### src/common/rsc_map.vh
// Constants for the reset and stop-recovery controller.
// Assumes a 50 MHz system clock and one synchronous reset.
//
// Contract
// - Reset on POR, brown-out, watchdog, pin, debugger.
// - Stop recovery on watchdog or enabled pin edge.
// - Hold 66 oscillator cycles, 5000 with crystal.
// - Wait 4 us oscillator start before counting.
// - Supply reset counts only after supply good.
// - Pin still low at expiry keeps reset.
// - Reset makes pins inputs, pull-ups off.
// - Reset pin driven low during port reset; the code lets go of it while waiting for the pin, with port_reset still high.
// - CPU and peripherals idle, oscillators keep running.
// - Control registers load reset values on reset.
// - CPU fetches vector at 0002H and 0003H.
// - System reset selects internal oscillator as clock.
// - Ignore pin pulses under three clocks when awake.
// - Debugger reset leaves the debugger untouched; the code treats it as POR and asserts debugger_reset_clear.
// - Stop mode: filtered pin, debug pin resets.
// - Hold reset until supply good and counter done.
// - Power-on reset sets the power-on status bit.
// - Brown-out forces reset, then full reset sequence.
// - Brown-out in stop follows its option bit.
// - Watchdog resets if select is 1, else interrupt.
// - Watchdog reset sets the watchdog status bit.
// - Stop recovery changes only watchdog, oscillator regs.
// - Reading status clears its upper four bits.
// - Pin reset sets the external-reset status bit.
// - Internal reset drives pin low through hold.
`ifndef RSC_MAP_VH
`define RSC_MAP_VH
`define RSC_HOLD_SHORT     66
`define RSC_HOLD_XTAL      5000
`define RSC_OSC_START_NS   4000
`define RSC_CLK_PERIOD_NS  20
`define RSC_OSC_START_CYC  ((`RSC_OSC_START_NS + `RSC_CLK_PERIOD_NS - 1) \
                            / `RSC_CLK_PERIOD_NS)
`define RSC_PIN_FILT_AWAKE 3
`define RSC_PIN_FILT_STOP  8
`define RSC_VECTOR_HI      16'h0002
`define RSC_VECTOR_LO      16'h0003
`define RSC_STAT_POR       7
`define RSC_STAT_STOP      6
`define RSC_STAT_WDT       5
`define RSC_STAT_EXT       4
`define RSC_OSCCTL_RESET   8'hA0
`endif

### src/design/rsc_reset_stop_recovery_controller.v
// Reset and stop-mode recovery sequencer with reset-cause status.
// Assumes analog detectors, watchdog and stop entry are driven from
// outside on clk; the pin and debug pin are asynchronous.
`timescale 1ns/1ps
`include "rsc_map.vh"

module rsc_reset_stop_recovery_controller #(
  parameter HOLD_XTAL   = `RSC_HOLD_XTAL,
  parameter HOLD_SHORT  = `RSC_HOLD_SHORT,
  parameter OSC_START   = `RSC_OSC_START_CYC,
  parameter FILT_STOP   = `RSC_PIN_FILT_STOP,
  parameter GPIO_WIDTH  = 8
) (
  input  wire                  clk,
  input  wire                  srst,
  input  wire                  supply_above_por,
  input  wire                  brownout_detect,
  input  wire                  watchdog_timeout,
  input  wire                  watchdog_reset_select_option,
  input  wire                  brownout_in_stop_option,
  input  wire                  xtal_enable_option,
  input  wire                  pin_reset_enable,
  input  wire                  debugger_reset_request,
  input  wire                  stop_mode,
  input  wire [GPIO_WIDTH-1:0] gpio_in,
  input  wire [GPIO_WIDTH-1:0] gpio_recovery_enable,
  input  wire                  port_d_bit0_reset_pin_in,
  input  wire                  debug_pin,
  input  wire                  status_read,
  output wire                  port_d_bit0_reset_pin_out,
  output wire                  port_d_bit0_reset_pin_oe,
  output reg                   cpu_reset,
  output reg                   periph_reset,
  output reg                   port_reset,
  output wire                  debugger_reset_clear,
  output reg                   watchdog_interrupt,
  output reg                   clk_select_internal_osc,
  output reg                   watchdog_ctrl_reload,
  output reg                   oscillator_ctrl_reload,
  output reg                   control_reg_reload,
  output reg  [7:0]            oscillator_control_reg,
  output reg  [7:0]            reset_cause_status_reg,
  output reg  [15:0]           vector_fetch_addr,
  output reg                   vector_fetch_valid
);

  // ****************************************************************
  // Sequencer states
  // ****************************************************************
  localparam ST_RUN   = 5'b00001;
  localparam ST_SUPW  = 5'b00010;
  localparam ST_OSC   = 5'b00100;
  localparam ST_HOLD  = 5'b01000;
  localparam ST_PIN   = 5'b10000;

  localparam [1:0] CAUSE_POR = 2'd0;
  localparam [1:0] CAUSE_EXT = 2'd1;
  localparam [1:0] CAUSE_WDT = 2'd2;
  localparam [1:0] CAUSE_SMR = 2'd3;
  localparam [7:0] FILT_AWAKE = `RSC_PIN_FILT_AWAKE;

  // ****************************************************************
  // Input synchronisers
  // ****************************************************************
  reg                  pin_meta_reg;
  reg                  pin_sync_reg;
  reg                  dbg_meta_reg;
  reg                  dbg_sync_reg;
  reg [GPIO_WIDTH-1:0] gpio_meta_reg;
  reg [GPIO_WIDTH-1:0] gpio_sync_reg;
  reg [GPIO_WIDTH-1:0] gpio_prev_reg;

  always @(posedge clk) begin
    if (srst) begin
      pin_meta_reg  <= 1'b1;
      pin_sync_reg  <= 1'b1;
      dbg_meta_reg  <= 1'b1;
      dbg_sync_reg  <= 1'b1;
      gpio_meta_reg <= {GPIO_WIDTH{1'b0}};
      gpio_sync_reg <= {GPIO_WIDTH{1'b0}};
      gpio_prev_reg <= {GPIO_WIDTH{1'b0}};
    end else begin
      pin_meta_reg  <= port_d_bit0_reset_pin_in;
      pin_sync_reg  <= pin_meta_reg;
      dbg_meta_reg  <= debug_pin;
      dbg_sync_reg  <= dbg_meta_reg;
      gpio_meta_reg <= gpio_in;
      gpio_sync_reg <= gpio_meta_reg;
      gpio_prev_reg <= gpio_sync_reg;
    end
  end

  // ****************************************************************
  // Reset pin pulse filter
  // ****************************************************************
  reg  [7:0] filt_cnt_reg;
  wire [7:0] filt_limit;
  wire       pin_low_filtered;

  // Stop mode uses the longer filter; awake mode three clocks.
  assign filt_limit = stop_mode ? FILT_STOP[7:0] :
                      FILT_AWAKE;
  assign pin_low_filtered = (filt_cnt_reg >= filt_limit);

  always @(posedge clk) begin
    if (srst) begin
      filt_cnt_reg <= 8'h00;
    end else if (pin_sync_reg) begin
      filt_cnt_reg <= 8'h00;
    end else if (!pin_low_filtered) begin
      filt_cnt_reg <= filt_cnt_reg + 8'h01;
    end
  end

  // ****************************************************************
  // Source decode
  // ****************************************************************
  reg  state_reg;
  reg  smr_wdt_reg;
  reg  [4:0] st_reg;
  reg  [4:0] st_next;
  reg  [15:0] cnt_reg;
  reg  [15:0] cnt_next;
  reg  [1:0] cause_reg;
  reg  [1:0] cause_next;
  wire       running;
  wire       bo_active;
  wire       wdt_reset_req;
  wire       pin_req;
  wire       dbg_req;
  wire       supply_req;
  wire       smr_req;
  wire [15:0] hold_len;

  assign running = (st_reg == ST_RUN);
  assign bo_active = brownout_detect &
                     (!stop_mode | brownout_in_stop_option);
  assign supply_req = !supply_above_por | bo_active;
  assign wdt_reset_req = watchdog_timeout &
                         watchdog_reset_select_option;
  assign pin_req = pin_reset_enable & pin_low_filtered;
  assign dbg_req = debugger_reset_request |
                   (stop_mode & !dbg_sync_reg);
  assign smr_req = stop_mode & (watchdog_timeout |
                   (|((gpio_sync_reg ^ gpio_prev_reg) &
                      gpio_recovery_enable)));
  assign hold_len = xtal_enable_option ? HOLD_XTAL[15:0] :
                    HOLD_SHORT[15:0];
  assign debugger_reset_clear = (st_reg == ST_OSC) & (cause_reg == CAUSE_POR);

  // ****************************************************************
  // Sequencer
  // ****************************************************************
  always @* begin
    st_next    = st_reg;
    cnt_next   = cnt_reg;
    cause_next = cause_reg;
    if (supply_req) begin
      st_next    = ST_SUPW;
      cause_next = CAUSE_POR;
      cnt_next   = 16'h0000;
    end else begin
      case (st_reg)
        ST_RUN: begin
          cnt_next = 16'h0000;
          if (dbg_req) begin
            st_next    = ST_OSC;
            cause_next = CAUSE_POR;
          end else if (pin_req) begin
            st_next    = ST_OSC;
            cause_next = CAUSE_EXT;
          end else if (wdt_reset_req && !stop_mode) begin
            st_next    = ST_OSC;
            cause_next = CAUSE_WDT;
          end else if (smr_req) begin
            st_next    = ST_OSC;
            cause_next = CAUSE_SMR;
          end
        end
        ST_SUPW: begin
          st_next  = ST_OSC;
          cnt_next = 16'h0000;
        end
        ST_OSC: begin
          if (cnt_reg >= OSC_START[15:0] - 16'h0001) begin
            st_next  = ST_HOLD;
            cnt_next = 16'h0000;
          end else begin
            cnt_next = cnt_reg + 16'h0001;
          end
        end
        ST_HOLD: begin
          if (cnt_reg >= hold_len - 16'h0001) begin
            st_next  = pin_sync_reg ? ST_RUN : ST_PIN;
            cnt_next = 16'h0000;
          end else begin
            cnt_next = cnt_reg + 16'h0001;
          end
        end
        ST_PIN: begin
          if (pin_sync_reg) begin
            st_next = ST_RUN;
          end
        end
        default: begin
          st_next = ST_SUPW;
        end
      endcase
    end
  end

  always @(posedge clk) begin
    if (srst) begin
      st_reg    <= ST_SUPW;
      cnt_reg   <= 16'h0000;
      cause_reg <= CAUSE_POR;
    end else begin
      st_reg    <= st_next;
      cnt_reg   <= cnt_next;
      cause_reg <= cause_next;
    end
  end

  // ****************************************************************
  // Reset outputs and pin driver
  // ****************************************************************
  wire in_reset;
  wire sys_reset;
  wire start_seq;

  assign in_reset  = !(st_next == ST_RUN);
  assign sys_reset = (cause_reg != CAUSE_SMR);
  assign start_seq = running & !(st_next == ST_RUN);
  // Open-drain: drive low only, and let go while waiting for the pin,
  // since the pin would otherwise read back its own drive for ever.
  assign port_d_bit0_reset_pin_out = 1'b0;
  assign port_d_bit0_reset_pin_oe  = !running & sys_reset &
                                     (st_reg != ST_PIN);

  always @(posedge clk) begin
    if (srst) begin
      cpu_reset               <= 1'b1;
      periph_reset            <= 1'b1;
      port_reset              <= 1'b1;
      watchdog_interrupt      <= 1'b0;
      clk_select_internal_osc <= 1'b1;
      watchdog_ctrl_reload    <= 1'b0;
      oscillator_ctrl_reload  <= 1'b0;
      control_reg_reload      <= 1'b0;
      oscillator_control_reg  <= `RSC_OSCCTL_RESET;
      vector_fetch_addr       <= 16'h0000;
      vector_fetch_valid      <= 1'b0;
      state_reg               <= 1'b0;
      smr_wdt_reg             <= 1'b0;
    end else begin
      cpu_reset    <= in_reset;
      periph_reset <= in_reset & (cause_next != CAUSE_SMR);
      port_reset   <= in_reset & (cause_next != CAUSE_SMR);
      watchdog_interrupt <= watchdog_timeout &
                            !watchdog_reset_select_option;
      watchdog_ctrl_reload   <= start_seq;
      oscillator_ctrl_reload <= start_seq;
      control_reg_reload     <= start_seq &
                                (cause_next != CAUSE_SMR);
      if (start_seq) begin
        clk_select_internal_osc <= 1'b1;
        oscillator_control_reg  <= `RSC_OSCCTL_RESET;
        smr_wdt_reg             <= watchdog_timeout;
      end
      // Two-cycle vector fetch after reset release.
      vector_fetch_valid <= 1'b0;
      state_reg          <= 1'b0;
      if (!running && st_next == ST_RUN) begin
        vector_fetch_addr  <= `RSC_VECTOR_HI;
        vector_fetch_valid <= 1'b1;
        state_reg          <= 1'b1;
      end else if (state_reg) begin
        vector_fetch_addr  <= `RSC_VECTOR_LO;
        vector_fetch_valid <= 1'b1;
      end
    end
  end

  // ****************************************************************
  // Reset cause status
  // ****************************************************************
  reg [3:0] cause_bits;

  always @* begin
    cause_bits = 4'h0;
    case (cause_reg)
      CAUSE_POR: cause_bits = 4'h8;
      CAUSE_EXT: cause_bits = 4'h1;
      CAUSE_WDT: cause_bits = 4'h2;
      CAUSE_SMR: cause_bits = smr_wdt_reg ? 4'h6 : 4'h4;
      default:   cause_bits = 4'h0;
    endcase
  end

  // A new cause latched in the same cycle as a read wins over the clear.
  always @(posedge clk) begin
    if (srst) begin
      reset_cause_status_reg <= 8'h80;
    end else if (start_seq) begin
      reset_cause_status_reg <= 8'h00;
    end else if (!running && st_next == ST_RUN) begin
      reset_cause_status_reg <= {cause_bits, 4'h0};
    end else if (status_read && running) begin
      reset_cause_status_reg <= 8'h00;
    end
  end

endmodule // rsc_reset_stop_recovery_controller

### config.mk
export PLATFORM = sky130hd
export DESIGN_NAME = rsc_reset_stop_recovery_controller
export DESIGN_NICKNAME = d
export VERILOG_FILES = /design/src/design/rsc_reset_stop_recovery_controller.v
export VERILOG_INCLUDE_DIRS = /design/src /design/src/common
export SDC_FILE = /design/constraint.sdc
export NUM_CORES = 1
export LEC_CHECK = 0
export BUFFER_PORTS_ARGS = -buffer_cell sky130_fd_sc_hd__buf_2
export CORE_MARGIN = 2
export CORE_UTILIZATION = 50
export DETAILED_ROUTE_END_ITERATION = 16
export HOLD_SLACK_MARGIN = 0.05
export PLACE_DENSITY_LB_ADDON = 0.08
export SYNTH_ARGS = -nofsm -noshare
export SYNTH_HDL_FRONTEND = slang
export SYNTH_SLANG_ARGS = --single-unit
### constraint.sdc
create_clock -name clk -period 3.2 [get_ports clk]
set_input_delay 0.16 -clock clk [delete_from_list [all_inputs] [get_ports clk]]
set_output_delay 0.16 -clock clk [all_outputs]
set_load 0.005 [all_outputs]
# Word level (Yosys, flattened, before mapping)

Cells that the tools add are included.

ROM bits: 0
Memories kept: 0
Bits of input ports: 30
Memory bits (writable): 0
Bits in latches: 0
Register bits after elaboration: 73
Output and inout port bits: 44

Reductions and logical operators: 20
Div/mod/pow operators: 0
Order comparisons: 3
Mux-type cells: 31
Multipliers: 0
$add $sub $neg: 3
Bitwise gates (word level): 18
Shifts and indexed selects: 0
Eq/ne operators: 12

Operators with widths:

| kind                                                                | number |
|---|---|
| one-hot mux 16 bit (3 select lines)                                 | 1 |
| 2-to-1 mux 5 bit                                                    | 9 |
| 2-to-1 mux 16 bit                                                   | 2 |
| one-hot mux 5 bit (5 select lines)                                  | 1 |
| 2-to-1 mux 8 bit                                                    | 3 |
| 2-to-1 mux 2 bit                                                    | 9 |
| adder 16 x 1 -> 16 bit (second input constant)                      | 1 |
| greater-or-equal comparator 16 bit                                  | 1 |
| greater-or-equal comparator 16 x 8 -> 1 bit (second input constant) | 1 |
| one-hot mux 4 bit (4 select lines)                                  | 1 |
| subtractor 13 x 1 -> 14 bit (second input constant)                 | 1 |
| 2-to-1 mux 13 bit                                                   | 1 |
| AND 1 bit                                                           | 12 |
| == test 5 x 1 -> 1 bit (second input constant)                      | 2 |
| OR reduction 2 bit                                                  | 5 |
| adder 8 x 1 -> 8 bit (second input constant)                        | 1 |
| AND 8 bit                                                           | 1 |
| greater-or-equal comparator 8 x 4 -> 1 bit                          | 1 |
| OR reduction 8 bit                                                  | 1 |
| bitwise XOR 8 bit                                                   | 1 |
| logical NOT 1 bit                                                   | 6 |
| nonzero test 3 bit                                                  | 2 |
| == test 5 x 2 -> 1 bit (second input constant)                      | 1 |
| == test 5 x 3 -> 1 bit (second input constant)                      | 1 |
| 12 further kinds                                                    | 22 |

# Depth between registers and ports, before layout

Gate-level depths: netlist (run 1).

Depth after elaboration: 15
Depth in mapped cells: 12
Depth with buffers taken out: 12

# Worst setup path after synthesis (run 1)

Ideal clock, no wire load.

Kind: reg-to-reg
From: register filt_cnt_reg[0]
To: register reset_cause_status_reg[7]
Path buffers: 0
Arrival: 2.746 ns
Cell stages (with the launch flop): 12
Setup slack: 0.394 ns
Required time: 3.140 ns
Cell sequence: dfxtp_1 > inv_1 > ha_1 > nor2b_1 > o21ai_0 > o21ai_0 > nand3_1 > o31a_1 > ha_1 > or4b_2 > a21oi_1 > a311o_1

Cells in the longest elaborated chain, start to end: 10
Elaborated cells on any way between the ends: 13
Classes of those cells: order compare (1); eq/ne (1); mux (6); bitwise (2); reduce/logical (3)

Ends and longest elaborated chain:

| item                                                             | RTL line                                 | source |
|---|---|---|
| start: declaration                                               | rsc_reset_stop_recovery_controller.v:96  | `reg [7:0] filt_cnt_reg;` |
| start signal: assignment                                         | rsc_reset_stop_recovery_controller.v:111 | `filt_cnt_reg <= filt_cnt_reg + 8'h01;` |
| greater-or-equal comparator 8 x 4 -> 1 bit (*)                   | rsc_reset_stop_recovery_controller.v:103 | `assign pin_low_filtered = (filt_cnt_reg >= filt_limit);` |
| AND 1 bit (*)                                                    | rsc_reset_stop_recovery_controller.v:141 | `assign pin_req = pin_reset_enable & pin_low_filtered;` |
| 2-to-1 mux 5 bit (*)                                             | rsc_reset_stop_recovery_controller.v:169 | `end else if (pin_req) begin` |
| 2-to-1 mux 5 bit (*)                                             | rsc_reset_stop_recovery_controller.v:166 | `if (dbg_req) begin` |
| one-hot mux 5 bit (5 select lines) (*)                           | rsc_reset_stop_recovery_controller.v:163 | `case (st_reg)` |
| 2-to-1 mux 5 bit (*)                                             | rsc_reset_stop_recovery_controller.v:158 | `if (supply_req) begin` |
| == test 5 x 1 -> 1 bit (*)                                       | --                                       |  |
| logical NOT 1 bit (*)                                            | --                                       |  |
| net in_reset                                                     | rsc_reset_stop_recovery_controller.v:227 | `wire in_reset;` |
| AND 1 bit (*)                                                    | rsc_reset_stop_recovery_controller.v:233 | `assign start_seq = running & !(st_next == ST_RUN);` |
| net start_seq                                                    | rsc_reset_stop_recovery_controller.v:229 | `wire start_seq;` |
| nonzero test 3 bit (no line) or 2-to-1 mux 8 bit (tied branches) | --                                       |  |
| end signal: assignment                                           | rsc_reset_stop_recovery_controller.v:307 | `reset_cause_status_reg <= {cause_bits, 4'h0};` |
| end: declaration                                                 | rsc_reset_stop_recovery_controller.v:42  | `output reg [7:0] reset_cause_status_reg,` |

Mark *: on every way through the listed nets, which the timed path passes. The rest lies on a longest branch.
A chain may end at the register's enable or synchronous reset.

# Worst setup path in the final report (run 1)

Ends and elaborated chain as after synthesis.

==> Flow_metrics.wiki, run 1 <==
{| class="wikitable"
! Metric !! Value
|-
| Outcome || complete, no violations
|-
| DRC violation total after the first TritonRoute iteration || 124
|-
| Leakage || 1.702 nW
|-
| Routing usage on met3 || 6.000%
|-
| Clock Sinks || 73
|-
| Slowest-stage cell, CP || sky130_fd_sc_hd__or4b_2
|-
| Switching pwr || 0.4505 mW
|-
| Synth Instances || 357
|-
| Portion of synthesized cell area occupied by the leading cell type || 43.20%
|-
| Setup slack, reg-to-reg || 0.29 ns
|-
| Remaining routing DRC violations || 0
|-
| Met2 usage || 30.09%
|-
| Crit-path cells || inv_1, ha_1, nor2b_1, o21ai_0, o21ai_0, nand3_1, o31a_1, ha_1, or4b_2, a21oi_1, a311o_1
|-
| Number of global-route vias before repair || 2397
|-
| Top Ports || 74
|-
| Number of max-slew violations in the final report || 0
|-
| Initial Utilization || 52.38%
|-
| Peak supply drop || 425.8 uV
|-
| Die Footprint || 7441 um2
|-
| Worst Max-Slew Pin Slew || 0.7552 ns
|-
| Number of max-capacitance violations reported || 0
|-
| Maximum number of pins on one net before global-route repair || 45
|-
| Worst hold slack after final layout || 0.1255 ns
|-
| Max H-tree Level || 3
|-
| Worst Clk Skew || 0.006585 ns
|-
| Wire length reported by the detailed router || 6.472 mm
|-
| Rel. slew slack || 49.65%
|-
| Number of antenna violations at the first check in global routing || 0
|-
| CTS root buffer || sky130_fd_sc_hd__clkbuf_8
|-
| Cell area after technology mapping || 3383 um2
|-
| Warnings, synthesis || 0
|-
| Endpoint arrival time on the critical path || 3.20 ns
|-
| Most frequently used cell type in the post-synthesis netlist || sky130_fd_sc_hd__dfxtp_1
|-
| Crit Reg-Reg Startpoint || filt_cnt_reg[0]
|-
| Non-filler cells in the finished layout || 497
|-
| Ys flop type || sky130_fd_sc_hd__dfxtp_1
|-
| Startpoint types || flop
|-
| Core region area || 6459 um2
|-
| Height of the die || 86.26 um
|-
| Count of buffers from port buffering || 45
|-
| Ys async rst share || 0%
|-
| Relative contribution of the clock network to total power || 41.7%
|-
| Combinational fraction of design power || 6.5%
|-
| Sequential element share of the synthesized area || 43.20%
|-
| Avg Inst Size Synth || 9.477 um2
|-
| Top achievable clock speed || 343.4 MHz
|-
| Final design instance area without fill || 3874 um2
|-
| Buffering stage count on the worst path with inverters included || 1
|-
| Fin crit share || 90.99%
|-
| Utilization after layout || 59.98%
|-
| Global-route congestion overflow total || 0
|-
| Area after detailed placement || 3555 um2
|-
| Sw Ratio || 25.01%
|-
| Buffer depth of the longest clock path || 2
|-
| Main area contributors after synthesis || sky130_fd_sc_hd__dfxtp_1 (43%), sky130_fd_sc_hd__buf_4 (6.7%), sky130_fd_sc_hd__ha_1 (5.2%)
|-
| Fin. Hold Viols || 0
|-
| Critical hold path startpoint || watchdog_timeout
|-
| Share of cells above drive strength 1 || 20.71%
|-
| Seq pwr share || 51.8%
|-
| Detailed Routing Iterations Pass 1 || 4
|-
| CTS tree || done
|-
| Worst-Skew Late Latency || 0.35 ns
|-
| Sum of negative setup slack || 0 ns
|-
| Worst Path Class, Setup || reg2reg
|-
| Critical path's top delay family || compound AO/OA/AOI/OAI gates
|-
| Crit path required time || 3.49 ns
|-
| GRT Max-Usage Layer || met2
|-
| Ratio of total power to cell area || 465.1 nW/um2
|-
| Slowest cell delay on critical path || 0.67 ns
|-
| Maximum fanout along the worst path || 4
|-
| Horizontal extent of the die || 86.26 um
|-
| Filler Cell Count || 589
|-
| Largest area contributor in the synthesized netlist || sky130_fd_sc_hd__dfxtp_1
|-
| Number of flip-flops in the largest register || 16
|-
| Gpl congestion || 0.8246
|-
| Critical Path Sink Type || flop
|-
| Hold Crit Class || in2reg
|-
| Number of distinct library cells after synthesis || 63
|-
| Cells after DPL || 470
|-
| Yosys reg bits || 73
|-
| Shortest period the worst path allows || 2.912 ns
|-
| Start point of the critical path || filt_cnt_reg[0]
|-
| Clk pin slew, worst setup/hold paths || 0.09 ns
|-
| Worst setup slack after placement || 0.2812 ns
|-
| Total power || 1.802 mW
|-
| Total global routing track utilization || 18.86%
|-
| Count of final setup violators || 0
|-
| RSZ-0062 raised after global routing || no
|-
| Post-detailed-route count of antenna-violating nets || 0
|-
| Total inserted antenna cells || 0
|-
| Commonest cells post-synth || sky130_fd_sc_hd__dfxtp_1 (73), sky130_fd_sc_hd__nor2_1 (33), sky130_fd_sc_hd__buf_4 (30)
|-
| Routed via count || 2520
|-
| Vias per cell || 5.070
|-
| Growth of design area from synthesis to finish || 14.50%
|-
| Net count of the finished layout || 459
|-
| Global-route track usage on met1 || 24.06%
|-
| Crit path setup slack, layout || 0.2883 ns
|-
| Global-route wire length before repair || 11.06 mm
|-
| Post-DR wirelength/cell || 13.02 um
|-
| HPWL after detailed placement || 4.577 mm
|-
| Core Rows || 29
|-
| Power Internal || 1.351 mW
|-
| Number of clock buffers inserted by TritonCTS || 9
|-
| Count of flip-flops with a built-in enable after synthesis || 0
|}
-- layout by cell type, fill, tap and decap left out, types with 13 or more instances in the layout --
master                     n
sky130_fd_sc_hd__buf_2    45
sky130_fd_sc_hd__conb_1   28
sky130_fd_sc_hd__dfxtp_1  73
sky130_fd_sc_hd__ha_1     13
sky130_fd_sc_hd__nand2_1  19
sky130_fd_sc_hd__nor2_1   33
sky130_fd_sc_hd__nor2b_1  28
sky130_fd_sc_hd__xor2_1   18
-- area by class of cell --
type,instances,area (um2),area share (%)
multi-input combinational,262,1722,44.44
sequential,73,1461,37.73
timing repair buffer,57,342.8,8.850
clock buffer,9,123.9,3.198
tap,77,96.34,2.487
clock inverter,7,82.58,2.132
inverter,12,45.04,1.163
-- power groups by stage --
stage	Sequential [mW]	Clock, mW	Combinational [mW]
finish	0.933	0.751	0.118
global route	0.935	0.810	0.134
CTS	0.933	0.769	0.117
detailed placement	0.954	0	0.106
global placement	0.954	0	0.105
floorplan	0.952	0	0.0967
-- cell families after synthesis --
family	count (synthesis)	share of synthesized area, %
other	2	0.2220
XOR/XNOR	23	5.954
AO/OA/AOI/OAI	53	12.50
buffers and inverters	48	8.876
adder cells (fa/ha/maj)	14	5.178
AND/OR/NAND/NOR	137	21.86
flip-flops	73	43.20
multiplexers	7	2.219
-- final timing paths --
kind,end,depth (start not counted)
max,reset_cause_status_reg[7],11
min reg2reg,pin_sync_reg,1
max reg2reg,reset_cause_status_reg[7],11
min,watchdog_interrupt,2
-- worst reg2reg max path, cell delays in order (launching register included) --
cell and delay [ns]:
sky130_fd_sc_hd__dfxtp_1 0.41, sky130_fd_sc_hd__inv_1 0.06, sky130_fd_sc_hd__ha_1 0.26, sky130_fd_sc_hd__nor2b_1 0.10, sky130_fd_sc_hd__o21ai_0 0.11, sky130_fd_sc_hd__o21ai_0 0.31
sky130_fd_sc_hd__nand3_1 0.18, sky130_fd_sc_hd__o31a_1 0.29, sky130_fd_sc_hd__ha_1 0.23, sky130_fd_sc_hd__or4b_2 0.67, sky130_fd_sc_hd__a21oi_1 0.13, sky130_fd_sc_hd__a311o_1 0.12
-- timing repair --
action                                 in CTS  in global routing
hold buffers                               11                  0
buffers inserted                            0                  0
endpoints found under the hold margin      11                  0
resized for setup                           0                  1
setup endpoints to repair                   0                  1
-- layer usage --
layer / part of all wire, % / routed length [um]
met5: 0 / 0
met4: 1.6 / 103
met3: 5.3 / 345
met2: 46 / 2979
met1: 47 / 3044
(Power assumes the default switching activity.)
==> run 2, diff against run 1 <==
- ABC_AREA: not set -> 1
- MAX_ROUTING_LAYER: not set -> met4
==> run 2 against run 1 <==
Via count is 16% higher. Critical path type unchanged. Clock-buffer cell count is 1 higher. Die area is 4.1% higher. Utilization is 0.51 points lower. Sequential share of layout area is 1.6 points lower. Critical path depth up 7.
==> Flow_metrics.wiki, run 2 <==
{| class="wikitable"
! Metric !! Value
|-
| Outcome || complete, no violations (unchanged)
|-
| Setup slack, reg-to-reg || 0.81 ns (was 0.29 ns)
|-
| Number of global-route vias before repair || 2854 (was 2397)
|-
| Crit-path cells || inv_1, ha_1, o21ai_0, nand2_1, nand2_1, nand2_1, nand2_1, nand2_1, nor2_1, nand3_1, nand2_1, nand2_2, inv_1, ha_1, inv_1, nor3_1, a21oi_1, nor2_1 (was inv_1, ha_1, nor2b_1, o21ai_0, o21ai_0, nand3_1, o31a_1, ha_1, or4b_2, a21oi_1, a311o_1)
|-
| Total inserted antenna cells || 0 (unchanged)
|-
| Wire length reported by the detailed router || 6.889 mm (was 6.472 mm)
|-
| Utilization after layout || 59.47% (was 59.98%)
|-
| Top achievable clock speed || 418.8 MHz (was 343.4 MHz)
|-
| RSZ-0062 raised after global routing || no (unchanged)
|-
| Buffering stage count on the worst path with inverters included || 3 (was 1)
|-
| Remaining routing DRC violations || 0 (unchanged)
|-
| DRC violation total after the first TritonRoute iteration || 104 (was 124)
|-
| Die Footprint || 7745 um2 (was 7441 um2)
|-
| Routed via count || 2934 (was 2520)
|-
| Portion of synthesized cell area occupied by the leading cell type || 41.42% (was 43.20%)
|-
| Top Ports || 74 (unchanged)
|-
| Cell area after technology mapping || 3528 um2 (was 3383 um2)
|-
| Number of distinct library cells after synthesis || 37 (was 63)
|-
| Critical path's top delay family || simple AND/OR/NAND/NOR gates (was compound AO/OA/AOI/OAI gates)
|-
| Max H-tree Level || 3 (unchanged)
|-
| Largest area contributor in the synthesized netlist || sky130_fd_sc_hd__dfxtp_1 (unchanged)
|-
| Start point of the critical path || filt_cnt_reg[0] (unchanged)
|-
| Slowest cell delay on critical path || 0.36 ns (was 0.67 ns)
|-
| Warnings, synthesis || 0 (unchanged)
|-
| Gpl congestion || 0.8470 (was 0.8246)
|-
| Share of cells above drive strength 1 || 16.54% (was 20.71%)
|-
| Global-route wire length before repair || 11.90 mm (was 11.06 mm)
|-
| Number of max-capacitance violations reported || 0 (unchanged)
|-
| Endpoint arrival time on the critical path || 2.68 ns (was 3.20 ns)
|-
| Yosys reg bits || 73 (unchanged)
|-
| Total power || 1.811 mW (was 1.802 mW)
|-
| Avg Inst Size Synth || 7.413 um2 (was 9.477 um2)
|-
| Count of final setup violators || 0 (unchanged)
|-
| Most used cell along the critical path || sky130_fd_sc_hd__nand2_1
|-
| Post-detailed-route count of antenna-violating nets || 0 (unchanged)
|-
| Horizontal extent of the die || 88.01 um (was 86.26 um)
|-
| Worst Path Class, Setup || reg2reg (unchanged)
|-
| Shortest period the worst path allows || 2.388 ns (was 2.912 ns)
|-
| Worst R2R Path Depth || 18 (was 11)
|-
| Synth Instances || 476 (was 357)
|-
| Most used cells in the layout excluding fill and tap cells || sky130_fd_sc_hd__nor2_1 (78), sky130_fd_sc_hd__dfxtp_1 (73), sky130_fd_sc_hd__inv_1 (72), sky130_fd_sc_hd__nand2_1 (72), sky130_fd_sc_hd__buf_2 (45) (was sky130_fd_sc_hd__dfxtp_1 (73), sky130_fd_sc_hd__buf_2 (45), sky130_fd_sc_hd__nor2_1 (33))
|-
| Count of buffers from port buffering || 45 (unchanged)
|-
| Initial Utilization || 51.93% (was 52.38%)
|-
| Count of flip-flops with a built-in enable after synthesis || 0 (unchanged)
|-
| Total global routing track utilization || 20.38% (was 18.86%)
|-
| Number of cells on the critical path || 18 (was 11)
|-
| Core region area || 6794 um2 (was 6459 um2)
|-
| Critical Path Sink Type || flop (unchanged)
|-
| Global-route congestion overflow total || 0 (unchanged)
|-
| CTS root buffer || sky130_fd_sc_hd__clkbuf_8 (unchanged)
|-
| CTS tree || done (unchanged)
|-
| Height of the die || 88.01 um (was 86.26 um)
|-
| HPWL after detailed placement || 5.209 mm (was 4.577 mm)
|-
| Detailed Routing Iterations Pass 1 || 4 (unchanged)
|-
| Worst-Skew Late Latency || 0.35 ns (about the same)
|-
| Number of clock buffers inserted by TritonCTS || 9 (unchanged)
|-
| Sequential element share of the synthesized area || 41.42% (was 43.20%)
|-
| Crit path required time || 3.49 ns (about the same)
|-
| Non-filler cells in the finished layout || 634 (was 497)
|-
| GRT Max-Usage Layer || met2 (unchanged)
|-
| Total setup buffers inserted after CTS || 0 (unchanged)
|-
| Sum of negative setup slack || 0 ns (unchanged)
|-
| Worst Setup EP || reset_cause_status_reg[4] (was reset_cause_status_reg[7])
|-
| Global-route track usage on met1 || 21.12% (was 24.06%)
|-
| Growth of design area from synthesis to finish || 14.50% (about the same)
|-
| Most frequent standard cell in the layout excluding fill and tap cells || sky130_fd_sc_hd__nor2_1 (was sky130_fd_sc_hd__dfxtp_1)
|-
| Post-DR wirelength/cell || 10.87 um (was 13.02 um)
|-
| Leakage || 1.918 nW (was 1.702 nW)
|-
| Fin. Hold Viols || 0 (unchanged)
|-
| Maximum number of pins on one net before global-route repair || 44 (was 45)
|-
| Fin crit share || 74.62% (was 90.99%)
|-
| Rel. slew slack || 49.43% (was 49.65%)
|-
| Maximum fanout along the worst path || 8 (was 4)
|-
| Peak supply drop || 343.6 uV (was 425.8 uV)
|-
| Net count of the finished layout || 577 (was 459)
|-
| Buffer depth of the longest clock path || 2 (unchanged)
|-
| Worst Max-Slew Pin Slew || 0.7585 ns (was 0.7552 ns)
|-
| Slowest-stage cell, CP || sky130_fd_sc_hd__dfxtp_1 (was sky130_fd_sc_hd__or4b_2)
|-
| Ratio of total power to cell area || 448.2 nW/um2 (was 465.1 nW/um2)
|-
| Crit Reg-Reg Startpoint || filt_cnt_reg[0] (unchanged)
|-
| Met2 usage || 36.09% (was 30.09%)
|-
| Worst Clk Skew || 0.01465 ns (was 0.006585 ns)
|-
| Clock Sinks || 73 (unchanged)
|-
| Ys flop type || sky130_fd_sc_hd__dfxtp_1 (unchanged)
|-
| Core Rows || 30 (was 29)
|-
| Main area contributors after synthesis || sky130_fd_sc_hd__dfxtp_1 (41%), sky130_fd_sc_hd__nor2_1 (8.3%), sky130_fd_sc_hd__inv_1 (7.7%) (was sky130_fd_sc_hd__dfxtp_1 (43%), sky130_fd_sc_hd__buf_4 (6.7%), sky130_fd_sc_hd__ha_1 (5.2%))
|-
| Endpoint of the worst register-to-register path || reset_cause_status_reg[4] (was reset_cause_status_reg[7])
|-
| Number of antenna violations at the first check in global routing || 0 (unchanged)
|-
| Final design instance area without fill || 4040 um2 (was 3874 um2)
|-
| Startpoint types || flop (unchanged)
|-
| Ys async rst share || 0% (unchanged)
|-
| Hold Crit Class || in2reg (unchanged)
|-
| Area after detailed placement || 3720 um2 (was 3555 um2)
|-
| Most frequently used cell type in the post-synthesis netlist || sky130_fd_sc_hd__nor2_1 (was sky130_fd_sc_hd__dfxtp_1)
|-
| Number of max-slew violations in the final report || 0 (unchanged)
|-
| Commonest cells post-synth || sky130_fd_sc_hd__nor2_1 (78), sky130_fd_sc_hd__dfxtp_1 (73), sky130_fd_sc_hd__inv_1 (72), sky130_fd_sc_hd__nand2_1 (72), sky130_fd_sc_hd__buf_4 (31) (was sky130_fd_sc_hd__dfxtp_1 (73), sky130_fd_sc_hd__nor2_1 (33), sky130_fd_sc_hd__buf_4 (30))
|-
| Cells after DPL || 607 (was 470)
|-
| Vias per cell || 4.628 (was 5.070)
|-
| Routing usage on met3 || 6.032% (was 6.000%)
|-
| Clk pin slew, worst setup/hold paths || 0.08 ns (was 0.09 ns)
|-
| Number of flip-flops in the largest register || 16 (unchanged)
|}
==> run 2: area by class of cell <==
cell class | instances | area, um2
multi-input cells | 317 | 1625
flip-flops and latches | 73 | 1461
clock buffers | 10 | 137.6
repair buffers | 56 | 335.3
well taps | 96 | 120.1
fillers | 658 | 2754
inverters | 76 | 287.8
clock inverters | 6 | 72.57
==> run 2: how the worst min path moves through the flow <==
| stage | startpoint | to | slack, ns | cells past startpoint |
|---|---|---|---|---|
| after detailed placement | port_d_bit0_reset_pin_in | pin_meta_reg | 0.35 | 2 |
| after global routing | watchdog_timeout | watchdog_interrupt | 0.11 | 3 |
| final | watchdog_timeout | watchdog_interrupt | 0.12 | 3 |
| after floorplan | watchdog_reset_select_option | watchdog_interrupt | 0.24 | 1 |
| after CTS | watchdog_timeout | watchdog_interrupt | 0.11 | 3 |
| after global placement | port_d_bit0_reset_pin_in | pin_meta_reg | 0.35 | 2 |
==> run 2: stage by stage <==
step	hold slack, ns	worst slack (ns)
2_1_floorplan	0.2387	1.115
3_3_place_gp	0.3513	0.8567
3_5_place_dp	0.3526	0.8008
4_1_cts	0.1065	0.7950
5_1_grt	0.1141	0.3892
6_report	0.1170	0.8122
==> run 2: logic make-up after synthesis <==
| group | Yosys count | share of synthesized area (%) |
|---|---|---|
| AND/OR/NAND/NOR | 231 | 30.46 |
| AO/OA/AOI/OAI | 37 | 5.923 |
| XOR/XNOR | 7 | 1.738 |
| flip-flops | 73 | 41.42 |
| other | 2 | 0.2128 |
| buffers and inverters | 112 | 15.28 |
| adder cells (fa/ha/maj) | 14 | 4.965 |
==> run 2: power breakdown <==
group	internal, mW	leakage (nW)	switching (mW)
clock	0.391	0.104	0.358
sequential	0.925	0.594	0.00888
combinational	0.0508	1.22	0.0779
==> run 2: what timing repair did <==
| item | in CTS | in global routing |
|---|---|---|
| endpoints found under the hold margin | 11 | 0 |
| gates resized for setup | 0 | 0 |
| hold buffers | 11 | 0 |
==> run 2: routing by layer <==
metal  vias up  wire length (um)
met3        11               322
met2        65              3536
met4         0               133
li1       1540                 -
met5         -                 0
met1      1318              2897
==> run 2: tightest hold or removal path: cells and delay by family <==
kind,cells,cell delay [ns]
and+or+nand+nor,1,0.06
buffers and inverters,2,0.21
